[src/hw/acc_pkg.sv]
// Package: register map, field layout and types for the converter and comparator control
`default_nettype none
package acc_pkg;
  // Register byte addresses, one aligned 32-bit word each
  localparam logic [4:0] ACC_OFS_CMP_CTL = 5'h00;
  localparam logic [4:0] ACC_OFS_SPECIAL = 5'h04;
  localparam logic [4:0] ACC_OFS_CONV_CTL = 5'h08;
  localparam logic [4:0] ACC_OFS_MUX_SEL = 5'h0C;
  localparam logic [4:0] ACC_OFS_RES_LOW = 5'h10;
  localparam logic [4:0] ACC_OFS_RES_HIGH = 5'h14;

  // comparator_control_status fields
  localparam int ACC_CMP_DISABLE = 7;
  localparam int ACC_CMP_BANDGAP = 6;
  localparam int ACC_CMP_OUTPUT = 5;
  localparam int ACC_CMP_FLAG = 4;
  localparam int ACC_CMP_IRQ_EN = 3;
  localparam int ACC_CMP_ROUTE = 2;
  localparam int ACC_CMP_MODE_HI = 1;
  localparam int ACC_CMP_MODE_LO = 0;
  // special_function_reg fields
  localparam int ACC_SPC_MUX_EN = 3;
  // conv_control_status fields
  localparam int ACC_CNV_ENABLE = 7;
  localparam int ACC_CNV_START = 6;
  localparam int ACC_CNV_FREE = 5;
  localparam int ACC_CNV_FLAG = 4;
  localparam int ACC_CNV_IRQ_EN = 3;
  localparam int ACC_CNV_PS_HI = 2;
  localparam int ACC_CNV_PS_LO = 0;
  // conv_mux_select_reg fields
  localparam int ACC_MUX_REF_HI = 7;
  localparam int ACC_MUX_REF_LO = 6;
  localparam int ACC_MUX_LEFT = 5;
  localparam int ACC_MUX_CH_HI = 3;
  localparam int ACC_MUX_CH_LO = 0;

  localparam logic [7:0] ACC_RST_BYTE = 8'h00;
  localparam logic [1:0] ACC_MODE_TOGGLE = 2'h0;
  localparam logic [1:0] ACC_MODE_FALL = 2'h2;
  localparam logic [1:0] ACC_MODE_RISE = 2'h3;

  // Conversion timing in converter clock cycles
  localparam logic [4:0] ACC_NORMAL_CYCLES = 5'd13;
  localparam logic [4:0] ACC_FIRST_CYCLES = 5'd25;
  localparam logic [4:0] ACC_NORMAL_SAMPLE = 5'd1;
  localparam logic [4:0] ACC_FIRST_SAMPLE = 5'd13;
  localparam int ACC_RES_BITS = 10;
  localparam logic [9:0] ACC_SAR_MSB = 10'h200;

  typedef enum logic [0:0] {ACC_IDLE, ACC_CONVERT} acc_state_type;

  typedef struct packed {
    logic read;
    logic write;
    logic [4:0] address;
    logic [31:0] writedata;
    logic [3:0] byteenable;
  } acc_avs_req_type;

  typedef struct packed {
    logic enable;
    logic sample;
    logic [3:0] channel;
    logic [1:0] reference;
    logic [9:0] trial;
  } acc_sar_type;

  typedef struct packed {
    logic power_off;
    logic pos_bandgap;
    logic neg_from_mux;
    logic [2:0] neg_channel;
  } acc_cmp_sel_type;
endpackage
`default_nettype wire

[src/hw/acc_adc_cmp_ctrl.sv]
// Digital control for the successive-approximation converter and analog comparator
// Operation
// Comparator flag sets on the event chosen by the interrupt mode field.
// Comparator request only while its enable and global enable are both one.
// Comparator flag clears on vector taken or on writing one to it.
// Route bit one feeds comparator output to timer capture; zero disconnects.
// Mode 00 toggle, 01 reserved, 10 falling edge, 11 rising edge.
// Software clears comparator enable before changing the mode field.
// Negative input from mux channel only if mux enabled and converter off.
// Each conversion yields a 10-bit successive approximation result.
// Channel may select any input pin, ground or the bandgap reference.
// Reference and channel selections take effect only while converter enabled.
// Result right aligned by default, left aligned when left-adjust is one.
// Reading low byte locks both result bytes until high byte is read.
// Software reads low byte first, unless left aligned 8-bit high read.
// Conversion complete flag still sets when a locked result is discarded.
// Start bit begins conversion, reads one throughout, clears at completion.
// Channel change during a conversion waits until that conversion completes.
// Free running converts continuously regardless of the complete flag.
// Prescaler set by select field, runs while enabled, held reset otherwise.
// Requested conversion begins at next prescaled converter clock edge.
// Software picks converter clock 50 to 200 kHz for full resolution.
// Normal conversion lasts 13 converter cycles, first after enable 25.
// Completion writes result, sets flag, clears start in single mode.
// Free running restarts immediately after completion while start stays set.
// Comparator output synchronised before status bit and event logic.
// Converter request while its flag and enable set; vector clears flag.
// Prescaler select maps to power-of-two divisions of the clock.
//
// Chosen here: the register offsets and the Avalon-MM interface to the registers.
`timescale 1ns/10ps
`default_nettype none
module acc_adc_cmp_ctrl
  import acc_pkg::*;
(
  input wire logic i_clk,
  input wire logic i_rst_n,
  input wire acc_avs_req_type i_avs,
  output logic [31:0] o_avs_readdata,
  output logic o_avs_waitrequest,
  input wire logic i_global_irq_enable,
  input wire logic i_cmp_vector_taken,
  input wire logic i_conv_vector_taken,
  output logic o_cmp_irq_req,
  output logic o_conv_irq_req,
  input wire logic i_cmp_raw,
  output acc_cmp_sel_type o_cmp_sel,
  output logic o_capture_in,
  input wire logic i_sar_cmp,
  output acc_sar_type o_sar
);

  // Register state
  logic [7:0] cmp_ctl;
  logic mux_en;
  logic conv_en;
  logic start;
  logic free_run;
  logic conv_flag;
  logic conv_irq_en;
  logic [2:0] ps_sel;
  logic [7:0] mux_sel;
  logic [9:0] result;
  logic locked;
  logic resp;

  // Comparator synchroniser and edge history
  logic cmp_sync1;
  logic cmp_sync2;
  logic cmp_prev;

  // Converter sequencing
  acc_state_type state;
  logic [6:0] ps_cnt;
  logic first_conv;
  logic [4:0] cyc;
  logic [4:0] total;
  logic [4:0] sample_at;
  logic [9:0] trial;
  logic [9:0] mask;
  logic [3:0] eff_ch;
  logic [1:0] eff_ref;
  logic [7:0] rdata;

  // Bus decode: every access takes one wait cycle
  wire req = i_avs.read | i_avs.write;
  wire done_acc = req & resp;
  wire wr = i_avs.write & done_acc & i_avs.byteenable[0];
  wire rd = i_avs.read & done_acc;
  wire [7:0] wd = i_avs.writedata[7:0];
  wire sel_cmp = i_avs.address == ACC_OFS_CMP_CTL;
  wire sel_spc = i_avs.address == ACC_OFS_SPECIAL;
  wire sel_cnv = i_avs.address == ACC_OFS_CONV_CTL;
  wire sel_mux = i_avs.address == ACC_OFS_MUX_SEL;
  wire sel_low = i_avs.address == ACC_OFS_RES_LOW;
  wire sel_high = i_avs.address == ACC_OFS_RES_HIGH;
  wire wr_cmp = wr & sel_cmp;
  wire wr_cnv = wr & sel_cnv;

  // Result alignment
  wire left = mux_sel[ACC_MUX_LEFT];
  wire [7:0] res_low = left ? {result[1:0], 6'h00} : result[7:0];
  wire [7:0] res_high = left ? result[9:2] : {6'h00, result[9:8]};

  // Comparator event selection
  wire [1:0] cmp_mode = cmp_ctl[ACC_CMP_MODE_HI:ACC_CMP_MODE_LO];
  wire cmp_rise = cmp_sync2 & ~cmp_prev;
  wire cmp_fall = ~cmp_sync2 & cmp_prev;
  wire cmp_event = (cmp_mode == ACC_MODE_TOGGLE) ? (cmp_rise | cmp_fall) :
                   (cmp_mode == ACC_MODE_FALL) ? cmp_fall :
                   (cmp_mode == ACC_MODE_RISE) ? cmp_rise : 1'b0;
  wire cmp_flag_clr = i_cmp_vector_taken | (wr_cmp & wd[ACC_CMP_FLAG]);
  wire next_cmp_flag = cmp_event | (cmp_ctl[ACC_CMP_FLAG] & ~cmp_flag_clr);

  // Prescaler: select 0 and 1 both divide by two
  wire [2:0] ps_shift = (ps_sel == 3'h0) ? 3'h1 : ps_sel;
  wire [7:0] ps_div = 8'h01 << ps_shift;
  wire [6:0] ps_last = 7'(ps_div - 8'h01);
  wire tick = conv_en & (ps_cnt == ps_last);

  // Conversion progress
  wire busy = state == ACC_CONVERT;
  wire last_cyc = busy & (cyc == 5'(total - 5'd1));
  wire complete = tick & last_cyc;
  wire sar_step = tick & busy & (cyc > sample_at) & (mask != 10'h000);
  wire [9:0] next_trial = (i_sar_cmp ? trial : (trial & ~mask)) | (mask >> 1);
  wire begin_conv = tick & ~busy & start;
  wire restart = complete & free_run & start;
  wire start_set = wr_cnv & wd[ACC_CNV_START] & wd[ACC_CNV_ENABLE];
  wire conv_flag_clr = i_conv_vector_taken | (wr_cnv & wd[ACC_CNV_FLAG]);

  // Read multiplexer, unmapped offsets read zero
  always_comb
  begin
    rdata = 8'h00;
    if (sel_cmp)
    begin
      rdata = cmp_ctl;
      rdata[ACC_CMP_OUTPUT] = cmp_sync2;
    end
    else if (sel_spc)
      rdata[ACC_SPC_MUX_EN] = mux_en;
    else if (sel_cnv)
      rdata = {conv_en, start, free_run, conv_flag, conv_irq_en, ps_sel};
    else if (sel_mux)
      rdata = mux_sel;
    else if (sel_low)
      rdata = res_low;
    else if (sel_high)
      rdata = res_high;
  end

  // Bus response
  assign o_avs_waitrequest = req & ~resp;

  always_ff @(posedge i_clk or negedge i_rst_n)
  begin
    if (!i_rst_n)
    begin
      resp <= 1'b0;
      o_avs_readdata <= 32'h0000_0000;
    end
    else
    begin
      resp <= req & ~resp;
      if (req & ~resp)
        o_avs_readdata <= {24'h00_0000, rdata};
    end
  end

  // Comparator path
  always_ff @(posedge i_clk or negedge i_rst_n)
  begin
    if (!i_rst_n)
    begin
      cmp_sync1 <= 1'b0;
      cmp_sync2 <= 1'b0;
      cmp_prev <= 1'b0;
    end
    else
    begin
      cmp_sync1 <= i_cmp_raw;
      cmp_sync2 <= cmp_sync1;
      cmp_prev <= cmp_sync2;
    end
  end

  // Mode changes raise no event by themselves; software masks the enable first
  always_ff @(posedge i_clk or negedge i_rst_n)
  begin
    if (!i_rst_n)
      cmp_ctl <= ACC_RST_BYTE;
    else
    begin
      if (wr_cmp)
      begin
        cmp_ctl[ACC_CMP_DISABLE] <= wd[ACC_CMP_DISABLE];
        cmp_ctl[ACC_CMP_BANDGAP] <= wd[ACC_CMP_BANDGAP];
        cmp_ctl[ACC_CMP_IRQ_EN] <= wd[ACC_CMP_IRQ_EN];
        cmp_ctl[ACC_CMP_ROUTE] <= wd[ACC_CMP_ROUTE];
        cmp_ctl[ACC_CMP_MODE_HI:ACC_CMP_MODE_LO] <= wd[ACC_CMP_MODE_HI:ACC_CMP_MODE_LO];
      end
      cmp_ctl[ACC_CMP_FLAG] <= next_cmp_flag;
    end
  end

  assign o_cmp_irq_req = cmp_ctl[ACC_CMP_FLAG] & cmp_ctl[ACC_CMP_IRQ_EN]
                         & i_global_irq_enable;
  assign o_capture_in = cmp_ctl[ACC_CMP_ROUTE] & cmp_sync2;
  assign o_cmp_sel.power_off = cmp_ctl[ACC_CMP_DISABLE];
  assign o_cmp_sel.pos_bandgap = cmp_ctl[ACC_CMP_BANDGAP];
  assign o_cmp_sel.neg_from_mux = mux_en & ~conv_en;
  assign o_cmp_sel.neg_channel = mux_sel[2:0];

  // Configuration registers
  always_ff @(posedge i_clk or negedge i_rst_n)
  begin
    if (!i_rst_n)
    begin
      mux_en <= 1'b0;
      conv_en <= 1'b0;
      free_run <= 1'b0;
      conv_irq_en <= 1'b0;
      ps_sel <= 3'h0;
      mux_sel <= ACC_RST_BYTE;
    end
    else
    begin
      if (wr & sel_spc)
        mux_en <= wd[ACC_SPC_MUX_EN];
      if (wr_cnv)
      begin
        conv_en <= wd[ACC_CNV_ENABLE];
        free_run <= wd[ACC_CNV_FREE];
        conv_irq_en <= wd[ACC_CNV_IRQ_EN];
        ps_sel <= wd[ACC_CNV_PS_HI:ACC_CNV_PS_LO];
      end
      if (wr & sel_mux)
        mux_sel <= wd;
    end
  end

  // Start bit and complete flag: a set wins over any clear in the same cycle
  always_ff @(posedge i_clk or negedge i_rst_n)
  begin
    if (!i_rst_n)
    begin
      start <= 1'b0;
      conv_flag <= 1'b0;
    end
    else
    begin
      if (start_set)
        start <= 1'b1;
      else if (wr_cnv & ~wd[ACC_CNV_ENABLE])
        start <= 1'b0;
      else if (complete & ~free_run)
        start <= 1'b0;
      conv_flag <= complete | (conv_flag & ~conv_flag_clr);
    end
  end

  assign o_conv_irq_req = conv_flag & conv_irq_en & i_global_irq_enable;

  // Prescaler counts only while enabled
  always_ff @(posedge i_clk or negedge i_rst_n)
  begin
    if (!i_rst_n)
      ps_cnt <= 7'h00;
    else if (!conv_en || tick)
      ps_cnt <= 7'h00;
    else
      ps_cnt <= ps_cnt + 7'h01;
  end

  // Effective selections track the register only when safe
  always_ff @(posedge i_clk or negedge i_rst_n)
  begin
    if (!i_rst_n)
    begin
      eff_ch <= 4'h0;
      eff_ref <= 2'h0;
    end
    else if (conv_en && (!busy || last_cyc) && !begin_conv)
    begin
      eff_ch <= mux_sel[ACC_MUX_CH_HI:ACC_MUX_CH_LO];
      eff_ref <= mux_sel[ACC_MUX_REF_HI:ACC_MUX_REF_LO];
    end
  end

  // Result lock between low and high byte reads
  always_ff @(posedge i_clk or negedge i_rst_n)
  begin
    if (!i_rst_n)
    begin
      locked <= 1'b0;
      result <= 10'h000;
    end
    else
    begin
      if (rd & sel_high)
        locked <= 1'b0;
      else if (rd & sel_low)
        locked <= 1'b1;
      if (complete && !locked)
        result <= trial;
    end
  end

  // Conversion sequencer on prescaled clock ticks
  always_ff @(posedge i_clk or negedge i_rst_n)
  begin
    if (!i_rst_n)
    begin
      state <= ACC_IDLE;
      first_conv <= 1'b1;
      cyc <= 5'd0;
      total <= ACC_NORMAL_CYCLES;
      sample_at <= ACC_NORMAL_SAMPLE;
      trial <= 10'h000;
      mask <= 10'h000;
    end
    else if (!conv_en)
    begin
      // Disabling aborts and rearms the long first conversion
      state <= ACC_IDLE;
      first_conv <= 1'b1;
      cyc <= 5'd0;
    end
    else
    begin
      case (state)
        ACC_IDLE:
        begin
          if (begin_conv)
          begin
            state <= ACC_CONVERT;
            cyc <= 5'd0;
            first_conv <= 1'b0;
            total <= first_conv ? ACC_FIRST_CYCLES : ACC_NORMAL_CYCLES;
            sample_at <= first_conv ? ACC_FIRST_SAMPLE : ACC_NORMAL_SAMPLE;
          end
        end
        ACC_CONVERT:
        begin
          if (tick)
          begin
            if (cyc == sample_at)
            begin
              trial <= ACC_SAR_MSB;
              mask <= ACC_SAR_MSB;
            end
            else if (sar_step)
            begin
              trial <= next_trial;
              mask <= mask >> 1;
            end
            if (last_cyc)
            begin
              cyc <= 5'd0;
              total <= ACC_NORMAL_CYCLES;
              sample_at <= ACC_NORMAL_SAMPLE;
              if (!restart)
                state <= ACC_IDLE;
              else
                state <= ACC_CONVERT;
            end
            else
              cyc <= cyc + 5'd1;
          end
        end
        default:
          state <= ACC_IDLE;
      endcase
    end
  end

  assign o_sar.enable = conv_en;
  // Gated by enable so an abort stops sampling at once
  assign o_sar.sample = conv_en & busy & (cyc <= sample_at);
  assign o_sar.channel = eff_ch;
  assign o_sar.reference = eff_ref;
  assign o_sar.trial = trial;

endmodule
`default_nettype wire

[config.mk]
export PLATFORM = sky130hd
export DESIGN_NAME = acc_adc_cmp_ctrl
export DESIGN_NICKNAME = d
export VERILOG_FILES = /design/src/hw/acc_pkg.sv /design/src/hw/acc_adc_cmp_ctrl.sv
export SDC_FILE = /design/constraint.sdc
export NUM_CORES = 1
export LEC_CHECK = 0
export BUFFER_PORTS_ARGS = -buffer_cell sky130_fd_sc_hd__buf_2
export CORE_ASPECT_RATIO = 1.1
export CORE_UTILIZATION = 54
export DETAILED_ROUTE_END_ITERATION = 10
export PLACE_DENSITY = 0.76
export SLEW_MARGIN = 20
export SYNTH_ARGS = -nofsm -noshare
export SYNTH_HDL_FRONTEND = slang
export SYNTH_SLANG_ARGS = --single-unit
[constraint.sdc]
create_clock -name i_clk -period 2.6 [get_ports i_clk]
set_input_delay 0.52 -clock i_clk [delete_from_list [all_inputs] [get_ports i_clk]]
set_output_delay 0.52 -clock i_clk [all_outputs]
set_load 0.01 [all_outputs]
==> qor.csv, run 1 <==
metric,value,unit
final period demand of the worst path,2470,ps
clock insertion delay at the later pin of the skew report,370,ps
Worst setup EP type,output pin,
leakage power of the design,0.00256,µW
unrepaired setup endpoints after global routing,false,
detailed-routing iteration count for the pre-antenna-repair pass,5,
maximum net fanout on the critical path,4,
crit-path leading delay family,compound AO/OA/AOI/OAI gates,
Worst Tran Pin Value,650,ps
clock tree buffer depth,2,
post-synthesis cell type with the largest combined area,dfrtp_1,
final count of hold timing violations,0,
Levels on crit path,6,
number of ports placed on the die boundary,110,
post-synth top area share,46.6,%
total vias in the final route,3536,
hold_ws,153,ps
DRC,0,
hold-fix buffer count after cts,0,
sequential cell area fraction in the yosys report,47.8,%
Mapped Area,4670,µm²
row count,35,
Clk Tree Root Cell,clkbuf_8,
vias per std cell,5.94,
"CTS clk-pin slew, worst paths",100,ps
fraction of the cycle the final worst path needs,94.9,%
CTS Buf Count,9,
count of mapped cells out of synthesis,426,
GPL Wtd Cong,0.878,
library cell contributing the largest single delay on the critical path,dfrtp_1,
GRT Resource Usage Total,24.2,%
number of flops mapped to enable cells by yosys,0,
number of failing setup endpoints in the final timing report,0,
violation count after the first detailed-routing iteration,150,
share of final-layout standard cells stronger than drive strength 1,28.5,%
Max-cap violations,0,
critical path data required time,2080,ps
most frequent cell after synthesis,dfrtp_1,
count of distinct cell types in the synthesized netlist,65,
startpoint-to-endpoint class of the critical path,reg -> out,
WL/cell,17.1,µm
setup fix buffers added after clock tree synthesis,0,
Setup TNS,0,ps
Finished Cell Area,5170,µm²
total of flip-flops plus latches after synthesis,89,
list of cells traversed by the critical path,inv_1 -> ha_1 -> a211oi_1 -> nand2_1 -> a21oi_1 -> buf_2,
Die Footprint,9020,µm²
maximum vdd drop,228,µV
CTS H-tree depth,3,
leading post-synthesis cells by cell area,"dfrtp_1, mux2_2, buf_4, mux2_4, a22o_1",
antenna violations before repair,0,
sum of buffers and inverters on the critical path,2,
type of element launching the critical path,flip-flop,
path category of the worst min-delay check,in -> async,
sum of routed wire length over all layers,10200,µm
Core Area,8360,µm²
Worst Clk Skew,9.32,ps
sinks on the clock net,89,
Post-synth top cells,"dfrtp_1, buf_4, mux2_2",
upper clock frequency limit,405,MHz
pin count of the biggest net entering global routing,49,
half-perimeter wire length after placement,7580,µm
height of the die,99.5,µm
total power divided by cell area,535,nW/µm²
Port Buf Inserts,58,
result of the run,"complete, no violations",
arrival time reported for the critical path endpoint,1950,ps
Synth Warn #,0,
via count of the first global-routing pass,3433,
proportion of synthesized flip-flops having asynchronous set or reset,100,%
logic depth of the worst register-to-register path,5,
Die W,90.6,µm
aggregate global routing overflow,0,
Starting Density,55.8,%
placed standard-cell area,4970,µm²
count of antenna-violating nets left after detailed routing,0,
delay of the slowest cell on the worst path,410,ps
post-route core utilization,61.8,%
Slew Limit Fails,0,
Worst slew margin,56.2,%
Total Power,2770,µW
post-synthesis area per instance,11.0,µm²
count of inserted antenna diode cells,0,
final layout net count,537,
Resize count post-CTS,0,
"Area growth, synth to finish",10.7,%
CTS tree,yes,
top_reg_cell synth,dfrtp_1,
wire length of the first global-routing pass,16900,µm
stage by stage:
stage               worst slack, ps  instances
global route                   8.34        595
CTS                             108        595
detailed placement              196        579
floorplan                       447        449
global placement                306        579
finish                          134        595
cell usage in the layout, fill, tap and decap left out, types with 3 or more instances in the layout:
| cell | n |
|---|---|
| nor4_1 | 5 |
| buf_2 | 57 |
| inv_6 | 5 |
| mux2_2 | 31 |
| a221o_1 | 7 |
| and3_1 | 16 |
| buf_4 | 12 |
| a211o_1 | 3 |
| conb_1 | 24 |
| nor3_1 | 3 |
| xnor2_1 | 6 |
| or3_1 | 6 |
| ha_1 | 8 |
| clkbuf_8 | 10 |
| and2_1 | 4 |
| nand3b_1 | 3 |
| o21ai_0 | 14 |
| nor2b_1 | 5 |
| dfrtp_1 | 87 |
| nand3_1 | 20 |
| nand4_1 | 5 |
| nand2_1 | 22 |
| nor2_1 | 12 |
| mux2_4 | 10 |
| a21boi_0 | 4 |
| a21oi_1 | 22 |
| o22ai_1 | 4 |
| o211ai_1 | 4 |
| inv_1 | 11 |
| a22o_1 | 16 |
area by class of cell:
| type | instances | area, µm² |
|---|---|---|
| Clock inverter | 6 | 55.1 |
| Fill cell | 673 | 3200 |
| Multi-Input combinational cell | 298 | 2170 |
| Timing Repair Buffer | 70 | 395 |
| Tap cell | 111 | 139 |
| Sequential cell | 89 | 2230 |
| Clock buffer | 10 | 138 |
| Inverter | 11 | 41.3 |
cell families after synthesis:
logic type / after synthesis / synth area share, %
mux: 43 / 11.1
buf+inv: 62 / 7.85
compound gates: 99 / 15.5
xor+xnor: 7 / 1.31
simple gates: 117 / 14.2
fa+ha+maj: 8 / 2.14
flops: 89 / 47.8
other cells: 1 / 0.0804
state kept, by name, indices dropped and copies added, names as in the netlist, 2 cells and up:
| name | count |
|---|---|
| mask | 10 |
| result | 10 |
| trial | 10 |
| mux_sel | 8 |
| o_avs_readdata | 8 |
| ps_cnt | 7 |
| cmp_ctl | 5 |
| cyc | 5 |
| eff_ch | 4 |
| ps_sel | 3 |
| eff_ref | 2 |
| o_cmp_sel | 2 |
per-layer routing:
layer  track usage [%]  share of wire [%]  up-vias
met5                 0                  0        -
met4              12.4                3.4        0
met3              5.50                5.0       26
met2              39.3                 47      127
met1              30.5                 44     1744
li1                  -                  -     1639
power by group:
| group | internal, µW | switching (µW) | leakage [µW] |
|---|---|---|---|
| clock | 398 | 549 | 0.000101 |
| sequential | 1450 | 61.4 | 0.00117 |
| combinational | 124 | 185 | 0.00129 |
| total | 1970 | 796 | 0.00256 |
worst paths after layout:
path / from / endpoint / slack (ps)
max: sample_at[2] / o_sar[16] / 130
min: i_rst_n / cmp_prev / 150
max reg2reg: ps_cnt[5] / eff_ref[1] / 200
min reg2reg: cmp_sync1 / cmp_sync2 / 360
max in group asynchronous: i_rst_n / total[2] / 1770
min in group i_clk: i_cmp_raw / cmp_sync1 / 250
No activity file was read; power rests on OpenSTA's default activity.
==> run 2, diff against run 1 <==
--- a/config.mk
+++ b/config.mk
@@ -7,9 +7,9 @@
 export LEC_CHECK = 0
 export BUFFER_PORTS_ARGS = -buffer_cell sky130_fd_sc_hd__buf_2
 export CORE_ASPECT_RATIO = 1.1
-export CORE_UTILIZATION = 54
+export CORE_UTILIZATION = 58
 export DETAILED_ROUTE_END_ITERATION = 10
-export PLACE_DENSITY = 0.76
+export PLACE_DENSITY = 0.81
 export SLEW_MARGIN = 20
 export SYNTH_ARGS = -nofsm -noshare
 export SYNTH_HDL_FRONTEND = slang
==> constraint.sdc (replaced) <==
create_clock -name i_clk -period 3.15 [get_ports i_clk]
set_input_delay 0.63 -clock i_clk [delete_from_list [all_inputs] [get_ports i_clk]]
set_output_delay 0.63 -clock i_clk [all_outputs]
set_load 0.01 [all_outputs]
==> run 2 against run 1 <==
Against the previous run:
- via count shrank 1.0%
- cell area shrank 1.1%
- power shrank 20%
- wire length grew 0.21%
- non-clock buffer count shrank 3
- first-iteration DRC count grew 72%
- sequential power shrank 18%
- count of clock-buffer cells in the layout is the same
- clock skew grew 1.2 ps
- critical endpoint unchanged
- highest routed layer unchanged
==> qor.csv, run 2 (synthesis gave the netlist of run 1 again) <==
metric,value,unit,change
DRC,0,,unchanged
reg-to-reg critical path startpoint,ps_cnt[5],,
Die W,87.5,µm,-3.4%
most frequent cells in the layout,"dfrtp_1, buf_2, mux2_2",,
start point of the critical path,sample_at[2],,
final layout net count,534,,-0.56%
height of the die,96.1,µm,-3.4%
leakage power of the design,0.00252,µW,-1.4%
aggregate global routing overflow,0,,unchanged
GPL Wtd Cong,0.859,,-2.1%
Setup TNS,0,ps,unchanged
Resize count post-CTS,0,,unchanged
CTS Buf Count,9,,unchanged
result of the run,"complete, no violations",,
Starting Density,61.1,%,+5.3 points
antenna violations before repair,0,,unchanged
WL/cell,17.4,µm,+1.7%
upper clock frequency limit,386,MHz,
GRT Resource Usage Total,26.3,%,+2.1 points
CTS tree,yes,,
count of antenna-violating nets left after detailed routing,0,,unchanged
grt met2 use,42.0,%,+2.7 points
CTS H-tree depth,3,,unchanged
post-route core utilization,66.9,%,+5.1 points
count of inserted antenna diode cells,0,,unchanged
maximum net fanout on the critical path,8,,+4
row count,33,,-5.7%
clock tree buffer depth,2,,unchanged
Critical R2R Capture,eff_ref[0],,
final period demand of the worst path,2590,ps,
"CTS clk-pin slew, worst paths",90,ps,about the same
GRT met1 Usage,34.4,%,+3.9 points
total vias in the final route,3499,,-1.0%
arrival time reported for the critical path endpoint,1960,ps,about the same
startpoint-to-endpoint class of the critical path,reg -> out,,
hold-fix buffer count after cts,0,,unchanged
top flop regs,"mask: 10 flops, result: 10 flops, trial: 10 flops",,
setup fix buffers added after clock tree synthesis,0,,unchanged
clock insertion delay at the later pin of the skew report,360,ps,about the same
sinks on the clock net,89,,unchanged
pin count of the biggest net entering global routing,52,,+6.1%
detailed-routing iteration count for the pre-antenna-repair pass,5,,unchanged
total power divided by cell area,432,nW/µm²,-19%
number of ports placed on the die boundary,110,,unchanged
Die Footprint,8410,µm²,-6.8%
half-perimeter wire length after placement,7540,µm,-0.59%
Core Area,7640,µm²,-8.7%
logic depth of the worst register-to-register path,5,,unchanged
Worst slew margin,57.7,%,+1.4 points
wire length of the first global-routing pass,16500,µm,-2.2%
maximum vdd drop,203,µV,-11%
Port Buf Inserts,58,,unchanged
met3 usage in global routing,6.52,%,+1.0 points
unrepaired setup endpoints after global routing,false,,
fraction of the cycle the final worst path needs,82.3,%,
worst setup path end,o_sar[16],,
sum of routed wire length over all layers,10200,µm,+0.21%
most used routing layer in global routing,met2,,
number of failing setup endpoints in the final timing report,0,,unchanged
critical path data required time,2520,ps,+440 ps
Worst Clk Skew,10.6,ps,+1.24 ps
share of final-layout standard cells stronger than drive strength 1,27.9,%,-0.65 points
via count of the first global-routing pass,3307,,-3.7%
vias per std cell,5.97,,+0.47%
path category of the worst min-delay check,in -> async,,
violation count after the first detailed-routing iteration,258,,+72%
"most common cell after layout, fill and taps aside",dfrtp_1,,
Slew Limit Fails,0,,unchanged
Max-cap violations,0,,unchanged
type of element launching the critical path,flip-flop,,
minimum setup slack among reg-to-reg paths,780,ps,+580 ps
Clk Tree Root Cell,clkbuf_8,,
Worst setup EP type,output pin,,
Worst Tran Pin Value,629,ps,-21.2 ps
"Area growth, synth to finish",9.49,%,
final count of hold timing violations,0,,unchanged
## run 2: changes by cell type in the layout (fill, tap and decap cells not counted), sizes merged
| cell | delta |
|---|---|
| clkinvlp | +2 |
| buf | -3 |
| inv | -4 |
| clkinv | +2 |
## run 2: area by class of cell
class                   instances  area (µm²)
repair buffers                 67         360
clock inverters                 6        50.0
inverters                      11        41.3
clock buffers                  10         128
flip-flops and latches         89        2230
multi-input cells             298        2170
well taps                     105         131
fillers                       575        2530
## run 2: through the flow
step | hold WS [ps] | total power [µW] | std cells | instance area, µm² | setup WS (ps)
after global routing | 307 | 2310 | 586 | 5110 | 353
after detailed placement | 336 | 1520 | 570 | 4930 | 657
after CTS | 280 | 2230 | 586 | 5110 | 549
final | 271 | 2210 | 586 | 5110 | 559
after global placement | 334 | 1510 | 570 | 4930 | 729
after floorplan | 331 | 1430 | 449 | 4750 | 997
## run 2: how the worst min path moves through the flow
stage | from | end | slack (ps) | cells after the start
floorplan | i_rst_n | busy | 330 | 0
global placement | cmp_sync1 | cmp_sync2 | 330 | 0
detailed placement | cmp_sync1 | cmp_sync2 | 340 | 0
CTS | i_rst_n | cmp_prev | 280 | 1
global route | i_rst_n | cmp_prev | 310 | 1
finish | i_rst_n | cmp_prev | 270 | 1
## run 2: report_power, final
part | leakage [µW] | switching, µW | internal [µW] | total, µW
combinational | 0.00127 | 152 | 100 | 252
clock | 0.0000835 | 416 | 295 | 711
sequential | 0.00117 | 48.9 | 1200 | 1240
## run 2: routing by layer
metal | vias up | share of wire, %
li1 | 1635 | -
met1 | 1708 | 44
met2 | 139 | 49
met3 | 17 | 5.6
met4 | 0 | 2.0
met5 | - | 0
## run 2: worst max-delay path, cell delays in order, from the launching register on
cell and delay (ps):
dfrtp_1 370, inv_1 100, ha_1 350, nand4b_1 340, a21oi_1 290, buf_2 160
